===== config.mk =====
export PLATFORM = sky130hd
export DESIGN_NAME = dcc_ctrl
export DESIGN_NICKNAME = d
export VERILOG_FILES = /design/src/hdl/dcc_pkg.sv /design/src/hdl/dcc_channel.sv /design/src/hdl/dcc_ctrl.sv
export SDC_FILE = /design/constraint.sdc
export NUM_CORES = 1
export LEC_CHECK = 0
export ABC_AREA = 1
export BUFFER_PORTS_ARGS = -buffer_cell sky130_fd_sc_hd__buf_2
export CAP_MARGIN = 5
export CORE_MARGIN = 5
export CORE_UTILIZATION = 55
export CTS_CLUSTER_DIAMETER = 200
export DETAILED_ROUTE_END_ITERATION = 6
export GPL_TIMING_DRIVEN = 0
export PLACE_DENSITY = 0.86
export SLEW_MARGIN = 10
export SYNTH_ARGS = -nofsm -noshare
export SYNTH_HDL_FRONTEND = slang
export SYNTH_SLANG_ARGS = --single-unit

===== constraint.sdc =====
create_clock -name ref_clk -period 1.7 [get_ports ref_clk]
set_clock_uncertainty 0.15 [all_clocks]
set_input_delay 0.34 -clock ref_clk [delete_from_list [all_inputs] [get_ports ref_clk]]
set_output_delay 0.34 -clock ref_clk [all_outputs]
set_load 0.05 [all_outputs]

===== src/hdl/dcc_pkg.sv =====
// Package for the dual comparator control block.
// Holds register offsets, field positions, reset values and timing counts.
package dcc_pkg;
   // ---------------------------------------------------------------
   // Register map (byte addresses, one byte register each)
   // ---------------------------------------------------------------
   localparam logic [7:0] ADDR_CFG1 = 8'h00;
   localparam logic [7:0] ADDR_CFG2 = 8'h04;
   localparam logic [7:0] ADDR_REFSEL = 8'h08;
   localparam logic [7:0] ADDR_AUXPWR = 8'h0c;
   localparam logic [7:0] ADDR_IRQ_STAT = 8'h10;
   localparam logic [7:0] ADDR_IRQ_MASK = 8'h14;
   localparam logic [7:0] ADDR_PWR_MODE = 8'h18;
   // ---------------------------------------------------------------
   // Comparator configuration fields
   // ---------------------------------------------------------------
   localparam int CFG_FLAG = 0;
   localparam int CFG_OUT_EN = 1;
   localparam int CFG_RESULT = 2;
   localparam int CFG_NEG_SEL = 3;
   localparam int CFG_POS_SEL = 4;
   localparam int CFG_ENABLE = 5;
   localparam int CFG_IRQ_EN = 6;
   localparam logic [7:0] CFG_WR_MASK = 8'h7b;
   localparam logic [7:0] CFG_RESET = 8'h00;
   // Reference select: comparator 1 in [2:0], comparator 2 in [6:4]
   localparam int REF_W = 3;
   localparam int REF1_LSB = 0;
   localparam int REF2_LSB = 4;
   localparam logic [7:0] REFSEL_RESET = 8'h00;
   // Aux power control: comparators off
   localparam int AUX_CMP_OFF = 5;
   localparam logic [7:0] AUXPWR_RESET = 8'h00;
   // Power mode: bit 0 idle, bit 1 power-down, bit 2 total power-down
   localparam int PM_TOTAL = 2;
   // Interrupt status bits
   localparam int ST_CHG1 = 0;
   localparam int ST_CHG2 = 1;
   localparam int ST_SETTLED1 = 2;
   localparam int ST_SETTLED2 = 3;
   localparam logic [7:0] MASK_RESET = 8'h00;
   // ---------------------------------------------------------------
   // Timing
   // ---------------------------------------------------------------
   localparam int CLK_MHZ = 50;
   localparam int SETTLE_US = 10;
   localparam int SETTLE_CYC = SETTLE_US * CLK_MHZ;
   localparam int SETTLE_W = 10;
endpackage


===== src/hdl/dcc_channel.sv =====
// One comparator channel: input sync, forcing, settling timer, change flag.
// Assumes the analog decision arrives asynchronously as one bit per
// possible input pairing.
`timescale 1ns/1ps
module dcc_channel #(
   parameter int SETTLE_CYC = dcc_pkg::SETTLE_CYC
)(
   input wire logic ref_clk, // Clock
   input wire logic resetn, // Async reset, active low
   input wire logic [3:0] analog_hi, // Analog decisions {pos,neg} pairs
   input wire logic pos_sel, // Positive input pin select
   input wire logic neg_sel, // Negative input: 1 = internal ref
   input wire logic active, // Enabled and not forced off
   input wire logic flag_clr, // Software writes zero to flag
   output logic result, // Forced/settled result
   output logic flag, // Sticky change flag
   output logic settled_pulse // One cycle when settling ends
);
   logic [3:0] sync1_reg;
   logic [3:0] sync2_reg;
   logic result_reg;
   logic flag_reg;
   logic [dcc_pkg::SETTLE_W-1:0] settle_reg;
   logic settled_reg;
   logic raw;
   logic result_next;

   // Pair index {pos_sel,neg_sel}; high when positive exceeds negative
   always_ff @(posedge ref_clk or negedge resetn)
      if (!resetn)
      begin
         sync1_reg <= 4'h0;
         sync2_reg <= 4'h0;
      end
      else
      begin
         sync1_reg <= analog_hi;
         sync2_reg <= sync1_reg;
      end

   assign raw = sync2_reg[{pos_sel, neg_sel}];

   // Settling count restarts on every enable
   always_ff @(posedge ref_clk or negedge resetn)
      if (!resetn)
      begin
         settle_reg <= '0;
         settled_reg <= 1'b0;
      end
      else if (!active)
      begin
         settle_reg <= '0;
         settled_reg <= 1'b0;
      end
      else if (!settled_reg)
      begin
         settle_reg <= settle_reg + 1'b1;
         settled_reg <= (settle_reg ==
            dcc_pkg::SETTLE_W'(SETTLE_CYC - 1));
      end

   assign settled_pulse = active && !settled_reg &&
      (settle_reg == dcc_pkg::SETTLE_W'(SETTLE_CYC - 1));

   // Output forced high while disabled; raw value only after settling
   always_comb
   begin
      if (!active)
         result_next = 1'b1;
      else if (settled_reg)
         result_next = raw;
      else
         result_next = result_reg;
   end

   always_ff @(posedge ref_clk or negedge resetn)
      if (!resetn)
         result_reg <= 1'b1;
      else
         result_reg <= result_next;

   // Any change sets the flag, including the forced rise on disable
   always_ff @(posedge ref_clk or negedge resetn)
      if (!resetn)
         flag_reg <= 1'b0;
      else if (result_next != result_reg)
         flag_reg <= 1'b1;
      else if (flag_clr)
         flag_reg <= 1'b0;

   assign result = result_reg;
   assign flag = flag_reg;
endmodule // dcc_channel


===== src/hdl/dcc_ctrl.sv =====
// Top of the dual comparator control block: registers, power control,
// shared interrupt and wake-up.
// Assumes a simple strobe register port on ref_clk and analog
// decisions arriving asynchronously from the comparator cores.
`timescale 1ns/1ps
// How it works
// - Settled result high only when positive exceeds negative
// - Positive from two pins, negative pin/ref
// - Result and flag held until 10 us settle
// - Disabled comparator output forced high
// - Forced rise sets flag, may interrupt
// - Eight reference levels via select register
// - Separate reference select per comparator
// - Change flag in config register, pollable
// - One shared interrupt for both comparators
// - Enabled comparators run in idle/power-down
// - Total power-down disables both comparators
// - Enabled change interrupts; wakes processor except in total power-down
// - Aux power bit 5 switches comparators off
// - Result readable, optionally driven to pin
module dcc_ctrl #(
   parameter int SETTLE_CYC = dcc_pkg::SETTLE_CYC
)(
   input wire logic ref_clk, // 50 MHz clock
   input wire logic resetn, // Async reset, active low
   input wire logic [7:0] addr, // Register address
   input wire logic [7:0] wdata, // Write data
   input wire logic wr, // Write strobe
   input wire logic rd, // Read strobe
   output logic [7:0] rdata, // Read data, cycle after rd
   input wire logic [3:0] cmp1_analog, // Comparator 1 decisions
   input wire logic [3:0] cmp2_analog, // Comparator 2 decisions
   output logic [2:0] ref1_level, // Reference level, comparator 1
   output logic [2:0] ref2_level, // Reference level, comparator 2
   output logic [1:0] cmp_power_on, // Analog core enables
   output logic [1:0] result_pin, // Result pin values
   output logic [1:0] result_pin_oe, // Result pin drive enables
   output logic cmp_irq_req, // Shared comparator request
   output logic wake_req, // Wake processor from sleep
   output logic irq // Masked status interrupt
);
   // ---------------------------------------------------------------
   // Registers
   // ---------------------------------------------------------------
   logic [7:0] cfg1_reg;
   logic [7:0] cfg2_reg;
   logic [7:0] refsel_reg;
   logic [7:0] auxpwr_reg;
   logic [7:0] pmode_reg;
   logic [7:0] stat_reg;
   logic [7:0] mask_reg;
   logic [7:0] rdata_reg;
   logic [1:0] active_reg;
   logic [1:0] pin_reg;
   logic [1:0] pin_oe_reg;
   logic cmp_irq_reg;
   logic wake_reg;
   logic irq_reg;
   logic [1:0] result;
   logic [1:0] flag;
   logic [1:0] settled;
   logic [1:0] flag_clr;
   logic [1:0] active_next;
   logic [1:0] req_now;
   logic [7:0] stat_ev;
   logic [7:0] rdata_next;

   function automatic logic wr_hit(input logic [7:0] a);
      wr_hit = wr && (addr == a);
   endfunction

   // Read-back view of a config register: live result and live flag
   // replace the stored bits, so software always sees the channel state
   function automatic logic [7:0] cfg_view(input logic [7:0] cfg,
      input logic res, input logic flg);
      cfg_view = {cfg[7:3], res, cfg[1], flg};
   endfunction

   // ---------------------------------------------------------------
   // Software-written configuration
   // ---------------------------------------------------------------
   always_ff @(posedge ref_clk or negedge resetn)
      if (!resetn)
      begin
         cfg1_reg <= dcc_pkg::CFG_RESET;
         cfg2_reg <= dcc_pkg::CFG_RESET;
      end
      else
      begin
         if (wr_hit(dcc_pkg::ADDR_CFG1))
            cfg1_reg <= wdata & dcc_pkg::CFG_WR_MASK;
         if (wr_hit(dcc_pkg::ADDR_CFG2))
            cfg2_reg <= wdata & dcc_pkg::CFG_WR_MASK;
      end

   // ---------------------------------------------------------------
   // Change-flag clear decode
   // ---------------------------------------------------------------
   // Flag clears when software writes zero to the flag bit. Kept in a
   // process so that the strobe and address read inside wr_hit wake it;
   // a continuous assignment would miss the strobe falling.
   always_comb
   begin
      flag_clr[0] = wr_hit(dcc_pkg::ADDR_CFG1) &&
         !wdata[dcc_pkg::CFG_FLAG];
      flag_clr[1] = wr_hit(dcc_pkg::ADDR_CFG2) &&
         !wdata[dcc_pkg::CFG_FLAG];
   end

   always_ff @(posedge ref_clk or negedge resetn)
      if (!resetn)
         refsel_reg <= dcc_pkg::REFSEL_RESET;
      else if (wr_hit(dcc_pkg::ADDR_REFSEL))
         refsel_reg <= wdata;

   always_ff @(posedge ref_clk or negedge resetn)
      if (!resetn)
         auxpwr_reg <= dcc_pkg::AUXPWR_RESET;
      else if (wr_hit(dcc_pkg::ADDR_AUXPWR))
         auxpwr_reg <= wdata;

   // Power mode as reported by the power manager via software
   always_ff @(posedge ref_clk or negedge resetn)
      if (!resetn)
         pmode_reg <= 8'h00;
      else if (wr_hit(dcc_pkg::ADDR_PWR_MODE))
         pmode_reg <= {5'h00, wdata[2:0]};

   always_ff @(posedge ref_clk or negedge resetn)
      if (!resetn)
         mask_reg <= dcc_pkg::MASK_RESET;
      else if (wr_hit(dcc_pkg::ADDR_IRQ_MASK))
         mask_reg <= {4'h0, wdata[3:0]};

   // ---------------------------------------------------------------
   // Enables and power gating
   // ---------------------------------------------------------------
   // Idle and power-down leave comparators alone; only the aux bit and
   // total power-down override the enables.
   always_comb
   begin
      active_next[0] = cfg1_reg[dcc_pkg::CFG_ENABLE];
      active_next[1] = cfg2_reg[dcc_pkg::CFG_ENABLE];
      if (auxpwr_reg[dcc_pkg::AUX_CMP_OFF])
         active_next = 2'b00;
      if (pmode_reg[dcc_pkg::PM_TOTAL])
         active_next = 2'b00;
   end

   always_ff @(posedge ref_clk or negedge resetn)
      if (!resetn)
         active_reg <= 2'b00;
      else
         active_reg <= active_next;

   // ---------------------------------------------------------------
   // Channels
   // ---------------------------------------------------------------
   dcc_channel #(.SETTLE_CYC(SETTLE_CYC)) u_ch1 (
      .ref_clk(ref_clk),
      .resetn(resetn),
      .analog_hi(cmp1_analog),
      .pos_sel(cfg1_reg[dcc_pkg::CFG_POS_SEL]),
      .neg_sel(cfg1_reg[dcc_pkg::CFG_NEG_SEL]),
      .active(active_reg[0]),
      .flag_clr(flag_clr[0]),
      .result(result[0]),
      .flag(flag[0]),
      .settled_pulse(settled[0])
   );

   dcc_channel #(.SETTLE_CYC(SETTLE_CYC)) u_ch2 (
      .ref_clk(ref_clk),
      .resetn(resetn),
      .analog_hi(cmp2_analog),
      .pos_sel(cfg2_reg[dcc_pkg::CFG_POS_SEL]),
      .neg_sel(cfg2_reg[dcc_pkg::CFG_NEG_SEL]),
      .active(active_reg[1]),
      .flag_clr(flag_clr[1]),
      .result(result[1]),
      .flag(flag[1]),
      .settled_pulse(settled[1])
   );

   // ---------------------------------------------------------------
   // Shared comparator request and wake-up
   // ---------------------------------------------------------------
   assign req_now[0] = flag[0] && cfg1_reg[dcc_pkg::CFG_IRQ_EN];
   assign req_now[1] = flag[1] && cfg2_reg[dcc_pkg::CFG_IRQ_EN];

   always_ff @(posedge ref_clk or negedge resetn)
      if (!resetn)
         cmp_irq_reg <= 1'b0;
      else
         cmp_irq_reg <= |req_now;

   // No wake from total power-down: both comparators are off there
   always_ff @(posedge ref_clk or negedge resetn)
      if (!resetn)
         wake_reg <= 1'b0;
      else
         wake_reg <= |req_now && !pmode_reg[dcc_pkg::PM_TOTAL];

   // ---------------------------------------------------------------
   // Pins and reference outputs
   // ---------------------------------------------------------------
   always_ff @(posedge ref_clk or negedge resetn)
      if (!resetn)
         pin_reg <= 2'b11;
      else
         pin_reg <= result;

   // Drive enable only; the pad mode itself is software's choice
   always_ff @(posedge ref_clk or negedge resetn)
      if (!resetn)
         pin_oe_reg <= 2'b00;
      else
         pin_oe_reg <= {cfg2_reg[dcc_pkg::CFG_OUT_EN],
            cfg1_reg[dcc_pkg::CFG_OUT_EN]};

   // ---------------------------------------------------------------
   // Status interrupt: sticky, cleared by read, set wins
   // ---------------------------------------------------------------
   assign stat_ev = {4'h0, settled, flag};

   always_ff @(posedge ref_clk or negedge resetn)
      if (!resetn)
         stat_reg <= 8'h00;
      else if (rd && addr == dcc_pkg::ADDR_IRQ_STAT)
         stat_reg <= stat_ev; // Events of the read cycle survive
      else
         stat_reg <= stat_reg | stat_ev;

   always_ff @(posedge ref_clk or negedge resetn)
      if (!resetn)
         irq_reg <= 1'b0;
      else
         irq_reg <= |(stat_reg & mask_reg);

   // ---------------------------------------------------------------
   // Read port
   // ---------------------------------------------------------------
   // Unmapped addresses read as zero
   always_comb
   begin
      case (addr)
         dcc_pkg::ADDR_CFG1:
            rdata_next = cfg_view(cfg1_reg, result[0], flag[0]);
         dcc_pkg::ADDR_CFG2:
            rdata_next = cfg_view(cfg2_reg, result[1], flag[1]);
         dcc_pkg::ADDR_REFSEL: rdata_next = refsel_reg;
         dcc_pkg::ADDR_AUXPWR: rdata_next = auxpwr_reg;
         dcc_pkg::ADDR_IRQ_STAT: rdata_next = stat_reg;
         dcc_pkg::ADDR_IRQ_MASK: rdata_next = mask_reg;
         dcc_pkg::ADDR_PWR_MODE: rdata_next = pmode_reg;
         default: rdata_next = 8'h00;
      endcase
   end

   // Read data stand only in the cycle after the strobe
   always_ff @(posedge ref_clk or negedge resetn)
      if (!resetn)
         rdata_reg <= 8'h00;
      else if (rd)
         rdata_reg <= rdata_next;
      else
         rdata_reg <= 8'h00;

   assign rdata = rdata_reg;
   assign ref1_level = refsel_reg[dcc_pkg::REF1_LSB +: dcc_pkg::REF_W];
   assign ref2_level = refsel_reg[dcc_pkg::REF2_LSB +: dcc_pkg::REF_W];
   assign cmp_power_on = active_reg;
   assign result_pin = pin_reg;
   assign result_pin_oe = pin_oe_reg;
   assign cmp_irq_req = cmp_irq_reg;
   assign wake_req = wake_reg;
   assign irq = irq_reg;
endmodule // dcc_ctrl


; Word level (Yosys, flattened, before mapping)
; Cells that the tools add are included.
[word_totals]
ff_bits = 102
latch_bits = 0
ramBits = 0
rom_bits = 0
input_bits = 28
out_inout_bits = 23
mem_count = 0
[op_classes]
addsub = 2
multipliers = 0
div = 0
n_lt_le_gt_ge = 2
eq_ne = 12
shift = 0
muxes = 25
bitwise_logic = 2
n_reduce_logical = 25
[op_table]
columns = cell, n
row1 = $pmux W8 S7, 1
row2 = $mux W10, 4
row3 = $eq A8 B5 Y1 const B, 3
row4 = $add A10 B1 Y10 const B, 2
row5 = $eq A10 B9 Y1 const B, 2
row6 = $eq A8 B4 Y1 const B, 2
row7 = $logic_and A1 B1 Y1, 16
row8 = $mux W8, 2
row9 = $mux W1, 14
row10 = $and A8 B4 Y8, 1
row11 = $eq A8 B3 Y1 const B, 1
row12 = $logic_not A8 Y1, 1
row13 = $or A8 B4 Y8, 1
row14 = $reduce_or A8 Y1, 1
row15 = $lt A2 B3 Y1 const B, 2
row16 = $bmux W1 S2, 2
row17 = $logic_not A1 Y1, 4
row18 = $mux W2, 2
row19 = $ne A2 B2 Y1 const B, 2
row20 = $reduce_bool A2 Y1, 2
row21 = $ne A1 B1 Y1, 2
row22 = $reduce_or A2 Y1, 1

; Longest topological paths before layout
; Gate-level depths: netlist of the first run.
[logic_depth]
ltp_word = 6
depth_mapped = 10
depth_no_buf = 9

; Modules after synthesis
; From an unflattened synthesis of the first run, not the netlist that was laid out.
[hier_totals]
hier_cells = 494
area_unflattened_um2 = 4322.9
[modules_own_cells]
columns = mod, instances, cells_per_inst, area_each_um2
row1 = dcc_ctrl, 1, 289, 2509.9
row2 = dcc_channel (u_ch2), 1, 103, 914.6
row3 = dcc_channel (u_ch1), 1, 102, 898.4

; Worst setup path after synthesis of the first run
; OpenSTA, ideal clock, no wires.
[synth_path]
path_kind = reg-to-reg
startpoint = reg u_ch2.settle_reg[0] in the netlist's numbering
endpoint = reg u_ch2.settle_reg[6] in the netlist's numbering
setup_time_ns = 0.121
arrival_ns = 1.174
required_ns = 1.429
slack_ns = 0.255
path_stages_with_launch = 7
period_less_slack_ns = 1.445
path_cell_list = dfrtp_1 ha_1 nand2_1 nor3_1 inv_1 o21ai_0 nor2_1
[synth_via]
elab_chain_len = 3
[synth_lines]
columns = item, line
row1 = "start, declared", dcc_channel.sv:23  ; logic [dcc_pkg::SETTLE_W-1:0] settle_reg;
row2 = "start signal, assigned", dcc_channel.sv:57  ; settle_reg <= settle_reg + 1'b1;
row3 = $add A10 B1 Y10, dcc_channel.sv:57
row4 = $mux W10, dcc_channel.sv:55  ; else if (!settled_reg)
row5 = $mux W10, dcc_channel.sv:50  ; else if (!active)
; Every way passes these cells. The select of a mux whose other input is x is not followed.
; A chain may end at the register's enable or synchronous reset.

; Final worst setup path of the first run
[layout_path]
startpoint = reg pin_reg[0] (netlist: result_pin[0])
endpoint = out result_pin[0]
[layout_rtl]
columns = item, line
row1 = "start, declared", dcc_ctrl.sv:54  ; logic [1:0] pin_reg;
row2 = "start signal, assigned", dcc_ctrl.sv:211  ; pin_reg <= result;
row3 = "end, declared", dcc_ctrl.sv:36  ; output logic [1:0] result_pin,
; No word-level cell between the ends.

==> impl_metrics.yaml, run 1 <==
status:
  status: "complete, no violations"
sta:
  fin_crit_ns: 1.64
  finalHoldViolCount: 0
  tns_ns: 0
  period_share_pct: 96.2
  maxSlewViolCount: 0
  max_freq_mhz: 611
  slew_headroom_pct: 61.9
  grt_setup_unrepaired: "no"
  setup-violations-final: 0
  tightestPinTransition_ns: 0.567
power_and_ir_drop:
  cellLeakagePower_nw: 2.57
  power.density_nw_per_um2: 904
  vdd_drop_max_mv: 0.752
detailed_routing:
  drt-total-wl_mm: 9.71
  drt_iter0_markers: 225
  avgViaCountPerCell: 5.30
  drtPass1Iterations: 5
  vias: 3493
  ant_nets: 0
  wl_per_cell_um: 14.7
  remaining_drc_errors: 0
setup_path:
  worst_setup_path_end_kind: "output pin"
  r2r-end: "u_ch2.flag"
  crit_path_cell_trace: "buf_2"
  r2r_cells: 6
  worst_ep_required_time_ns: 1.21
  crit_type: "flip-flop to output pin"
  cp_num_buf_inv: 1
  cp_slowest_cell: "dfstp_2"
  r2r_slack_ns: 0.16
  path_max_fanout: 1
  crit_family: "flip-flops"
  startpoint_type: "flip-flop"
  cp_slowest_stage_delay_ns: 0.52
  r2r-start: "cmp_power_on[1]"
  critPathArrivalTime_ns: 1.15
layout:
  n_antenna_cell: 0
  area_growth_pct: 18.1
  fin_area_um2: 5080
  instances_no_fill: 659
  finalNetCount: 582
  utilization_pct: 66.1
  drive_gt1_share_pct: 23.2
  final.fill_count: 630
die:
  die_area_um2: 9690
  placementRows: 32
  die_h_um: 98.5
  fp.dieW_um: 98.5
  start_util_pct: 56.0
  core_um2: 7690
  io_pins: 51
job:
  cap_violations: 0
placed_design:
  placed_cell_area_um2: 4710
  gp_congestion: 0.871
  dp_cells: 633
  port_buffers: 50
  dp_hpwl_mm: 6.98
logic_synthesis:
  synth_area_leaders: "dfrtp_1 53%, nand2_1 9.2%, inv_1 5.8%, nand3_1 4.3%, o21ai_2 3.9%"
  ys_warn_count: 0
  synth_ff_type: "dfrtp_1"
  synth_area_per_cell_um2: 8.97
  netlist_area_um2: 4300
  synth_top_cell_area_share_pct: 53.5
  yosysSeqAreaShare_pct: 55.9
  yosysTopAreaCell: "dfrtp_1"
  synthesis.nets: 510
  synth_cell_types: 35
  synth_cells: 480
  synthArstFlopShare_pct: 100
  synth_seq_cells: 96
  synth_edf_count: 0
clocking:
  cts_tree: "yes"
  cts_buffer_depth: 2
  cts_buffers: 9
  root_buffer: "clkbuf_8"
  clkSinkCount: 96
  htreeDepth: 3
  clk_pin_slew_ns: 0.09
  clkLatencyLatePin_ns: 0.37
global_route:
  grtUsageMet3_pct: 4.81
  met2_usage_pct: 35.3
  antenna_found_initial: 0
  grt_first_pass_wirelength_mm: 16.3
  met1_usage_pct: 27.0
  grt_pass1_vias: 3465
  gr-total-overflow: 0
  grt.busiest_layer: "met2"
  grt_start_max_net_pins: 69
  grtUsageTotal_pct: 21.1
min_path:
  min_path_cells: 3
  hp-class: "input port to flip-flop"
  hp-start: "wdata[1]"
  min_to: "mask_reg[1]"
-- final cells by class --
class | instances | area, um^2 | share of cell area, %
buffer | 14 | 108 | 2.12
clock buffer | 12 | 155 | 3.05
clock inverter | 4 | 98.8 | 1.94
inverter | 72 | 273 | 5.37
multi-input combinational | 298 | 1530 | 30.2
sequential | 96 | 2410 | 47.4
tap | 102 | 128 | 2.51
timing repair buffer | 61 | 380 | 7.48
-- per-layer routing --
metal  share of wire (%)  wire [um]  vias up
met5                   0          0        -
met4                 2.0        199        0
met3                 5.9        575       22
met2                  49       4760      117
li1                    -          -     1671
met1                  43       4180     1683
-- cells by family after synthesis --
logic type | after synthesis | synth area share [%]
buffers and inverters | 86 | 8.84
adders and majority gates | 2 | 0.581
AOI/OAI and AO/OA | 80 | 11.6
and+or+nand+nor | 216 | 23.0
DFF | 96 | 55.9
-- metrics by stage --
stage / total power (W) / setup WS (ns) / hold slack (ns)
after floorplan: 0.00262 / 0.255 / -0.106
after global placement: 0.00275 / -0.702 / 0.183
after detailed placement: 0.00277 / -0.0810 / 0.145
after CTS: 0.00462 / 0.00407 / 0.0497
after global routing: 0.00478 / 0.00422 / 0.0986
final: 0.00460 / 0.0642 / 0.0583
-- Yosys cell counts (5+ instances only) --
library cell and number:
inv_2 5, nand2_1 106, o21ai_1 7, dfrtp_1 92, o21ai_2 19, buf_4 8, a21oi_1 12, inv_1 66
o21ai_0 28, nand3_1 37, nor3_1 11, nor2_1 42
-- layout by cell type, fill, tap and decap left out, types with 2 or more instances in the layout --
cell type      instances
nor2_1                42
o21ai_1                7
clkbuf_1               2
ha_1                   2
o22ai_1                4
nor2_2                 2
dfrtp_1               91
buf_2                 50
o21a_1                 2
nand2_1              106
nor3_1                 9
inv_2                  5
inv_1                 66
o21ai_2               19
nand3_2                2
buf_4                 10
buf_6                  3
bufinv_16              3
a21oi_1               12
nand2_2                4
a22oi_1                2
dlygate4sd3_1          9
nor2_4                 3
a22o_1                 2
nand2_4                3
o21ai_0               28
clkbuf_8              11
nand3_1               37
dfstp_2                4
a31oi_1                3
nor3_2                 2
-- timing repair --
item,CTS,global route
endpoints found under the setup margin,3,3
endpoints found under the hold margin,35,0
hold buffers,9,0
resized for setup,2,3
setup buffers,0,1
-- worst max-delay path by stage --
| stage | from | endpoint | slack (ns) | depth (start not counted) |
|---|---|---|---|---|
| floorplan | u_ch2.settle_reg[0] | u_ch2.settle_reg[6] | 0.26 | 6 |
| global placement | resetn | u_ch1.settle_reg[4] | -0.70 | 1 |
| detailed placement | addr[7] | stat_reg[1] | -0.08 | 5 |
| CTS | cmp_power_on[0] | cmp_power_on[0] | 0.004 | 2 |
| global route | u_ch2.settle_reg[0] | u_ch2.settle_reg[9] | 0.004 | 6 |
| finish | result_pin[0] | result_pin[0] | 0.06 | 1 |
-- power breakdown --
part	internal, W	total [W]	switching [W]
Sequential	0.00236	0.00241	0.0000493
Combinational	0.000113	0.000338	0.000226
Clock	0.00106	0.00185	0.000786
Power figures use the tool's default switching activity.
==> run 2, diff against run 1 <==
--- a/config.mk
+++ b/config.mk
@@ -5,7 +5,6 @@
 export SDC_FILE = /design/constraint.sdc
 export NUM_CORES = 1
 export LEC_CHECK = 0
-export ABC_AREA = 1
 export BUFFER_PORTS_ARGS = -buffer_cell sky130_fd_sc_hd__buf_2
 export CAP_MARGIN = 5
 export CORE_MARGIN = 5
==> impl_metrics.yaml, run 2 <==
status:
  status: "complete, no violations"
logic_synthesis:
  synth_area_per_cell_um2: 13.7
  yosysMostFrequentCell: "dfrtp_1"
  synth_area_leaders: "dfrtp_1 56%, mux2_2 9.1%, mux4_2 4.4%, dfstp_2 2.6%, xnor2_1 2.4%"
  ys_warn_count: 0
  synth_seq_cells: 96
  synth_cell_types: 46
  synth_edf_count: 0
  synth_cells: 299
  synth_top_cell_area_share_pct: 56.3
  yosysSeqAreaShare_pct: 58.9
  yosysTopAreaCell: "dfrtp_1"
  synth_ff_type: "dfrtp_1"
  synthArstFlopShare_pct: 100
  synthesis.nets: 329
  synth_common_cells: "92 x dfrtp_1, 33 x mux2_2, 15 x and2_1"
  netlist_area_um2: 4090
placed_design:
  dp_hpwl_mm: 5.50
  gp_congestion: 0.864
  port_buffers: 48
detailed_routing:
  drt_iter0_markers: 177
  vias: 2625
  avgViaCountPerCell: 5.59
  remaining_drc_errors: 0
  drtPass1Iterations: 4
  ant_nets: 0
  wl_per_cell_um: 16.7
  drt-total-wl_mm: 7.87
global_route:
  grtUsageTotal_pct: 18.8
  grt_start_max_net_pins: 55
  grt_first_pass_wirelength_mm: 13.2
  antenna_found_initial: 0
  grt_pass1_vias: 2676
  gr-total-overflow: 0
sta:
  max_freq_mhz: 604
  period_share_pct: 97.4
  slew_headroom_pct: 62.0
  finalHoldViolCount: 0
  setup-violations-final: 0
  timing.hold.ws_ns: 0.0964
  tightestPinTransition_ns: 0.570
  fin_crit_ns: 1.66
  maxSlewViolCount: 0
setup_path:
  crit_type: "flip-flop to output pin"
  critPathArrivalTime_ns: 1.17
  startpoint_type: "flip-flop"
  worst_ep_required_time_ns: 1.21
  worst_setup_path_end_kind: "output pin"
  path_max_fanout: 6
die:
  die_h_um: 96.2
  core_um2: 7250
  die_area_um2: 9260
  placementRows: 31
  io_pins: 51
  start_util_pct: 56.4
  fp.dieW_um: 96.2
clocking:
  clkLatencyLatePin_ns: 0.36
  cts_setup_buffers: 0
  cts_buffers: 9
  root_buffer: "clkbuf_8"
  cts_tree: "yes"
  clkSinkCount: 96
  clk_pin_slew_ns: 0.09
  cts_buffer_depth: 2
  htreeDepth: 3
min_path:
  hp-class: "input port to flip-flop"
layout:
  final.fill_count: 541
  drive_gt1_share_pct: 36.4
  n_antenna_cell: 0
  finalNetCount: 396
  utilization_pct: 66.2
  final_cell_mix: "90 x dfrtp_1, 50 x buf_2, 33 x mux2_2"
  area_growth_pct: 17.3
  final_common_cell: "dfrtp_1"
job:
  cap_violations: 0
power_and_ir_drop:
  vdd_drop_max_mv: 0.643
  cellLeakagePower_nw: 2.26
  power.density_nw_per_um2: 882
-- run 2: cell types whose count changed in the layout (fill, tap and decap cells not counted), moves of 14 or more --
| cell | previous run | this run |
|---|---|---|
| o21ai_2 | 19 | 0 |
| inv_1 | 66 | 5 |
| o21ai_0 | 28 | 8 |
| nand3_1 | 37 | 7 |
| mux2_2 | 0 | 33 |
| nand2_1 | 106 | 11 |
| nor2_1 | 42 | 5 |
| and2_1 | 1 | 15 |
-- run 2: per-stage QoR --
stage / cells / total power (W) / worst slack, ns / instance area (um^2) / TNS (ns)
final: 470 / 0.00423 / 0.0445 / 4800 / 0
after global routing: 470 / 0.00441 / -0.00191 / 4800 / -0.00191
after CTS: 472 / 0.00427 / 0.0202 / 4780 / 0
after detailed placement: 447 / 0.00279 / -0.454 / 4480 / -9.93
after global placement: 446 / 0.00277 / -0.712 / 4450 / -73.71
after floorplan: 299 / 0.00264 / 0.0337 / 4090 / 0
-- run 2: worst max-delay path, cell delays in order (launching register included) --
cell and delay [ns]:
dfrtp_2 0.46, buf_4 0.14, buf_2 0.20
-- run 2: per-layer routing --
metal,GRT usage (%),wire length [um],up-vias,part of all wire [%]
li1,-,-,1208,-
met1,25.8,3320,1324,42
met2,29.0,3920,78,50
met3,3.60,457,15,5.8
met4,8.89,169,0,2.1
met5,0,0,-,0
-- run 2: report_power, final --
group	leakage [nW]	internal, W	switching [W]
Sequential	1.26	0.00235	0.0000439
Clock	0.0993	0.000718	0.000748
Combinational	0.899	0.000153	0.000216
Total	2.26	0.00322	0.00101
-- run 2: path summary, 6_finish.rpt --
| check | startpoint | slack (ns) | end | depth (start not counted) |
|---|---|---|---|---|
| max | cmp_power_on[0] | 0.04 | cmp_power_on[0] | 2 |
| min | wdata[7] | 0.1 | refsel_reg[7] | 2 |
| max reg2reg | cfg2_reg[3] | 0.12 | u_ch2.flag | 3 |
| min reg2reg | u_ch1.sync1_reg[0] | 0.20 | u_ch1.sync2_reg[0] | 0 |
| max in group asynchronous | resetn | 0.34 | u_ch2.result | 3 |
| min in group asynchronous | resetn | 0.36 | u_ch1.settle_reg[9] | 2 |
-- run 2: cells by family after synthesis --
group | after synthesis | synth area share (%)
flops | 96 | 58.9
simple gates | 83 | 13.2
mux | 50 | 15.7
compound gates | 31 | 5.51
buf+inv | 22 | 2.94
xor+xnor | 15 | 3.21
fa+ha+maj | 2 | 0.612
-- run 2: area by class of cell --
| class | count | area (um^2) | area share [%] |
|---|---|---|---|
| Multi-Input combinational cell | 181 | 1590 | 33.2 |
| Sequential cell | 96 | 2410 | 50.2 |
| Clock inverter | 5 | 56.3 | 1.17 |
| Tap cell | 99 | 124 | 2.58 |
| Timing Repair Buffer | 58 | 360 | 7.51 |
| Buffer | 15 | 93.8 | 1.96 |
| Clock buffer | 11 | 141 | 2.95 |
| Inverter | 5 | 18.8 | 0.391 |
-- run 2: timing repair --
item                       CTS  global route
cloned                       0             0
hold buffers                 9             0
hold endpoints to repair    48             0
resized for setup            3             7
setup endpoints to repair    4             9
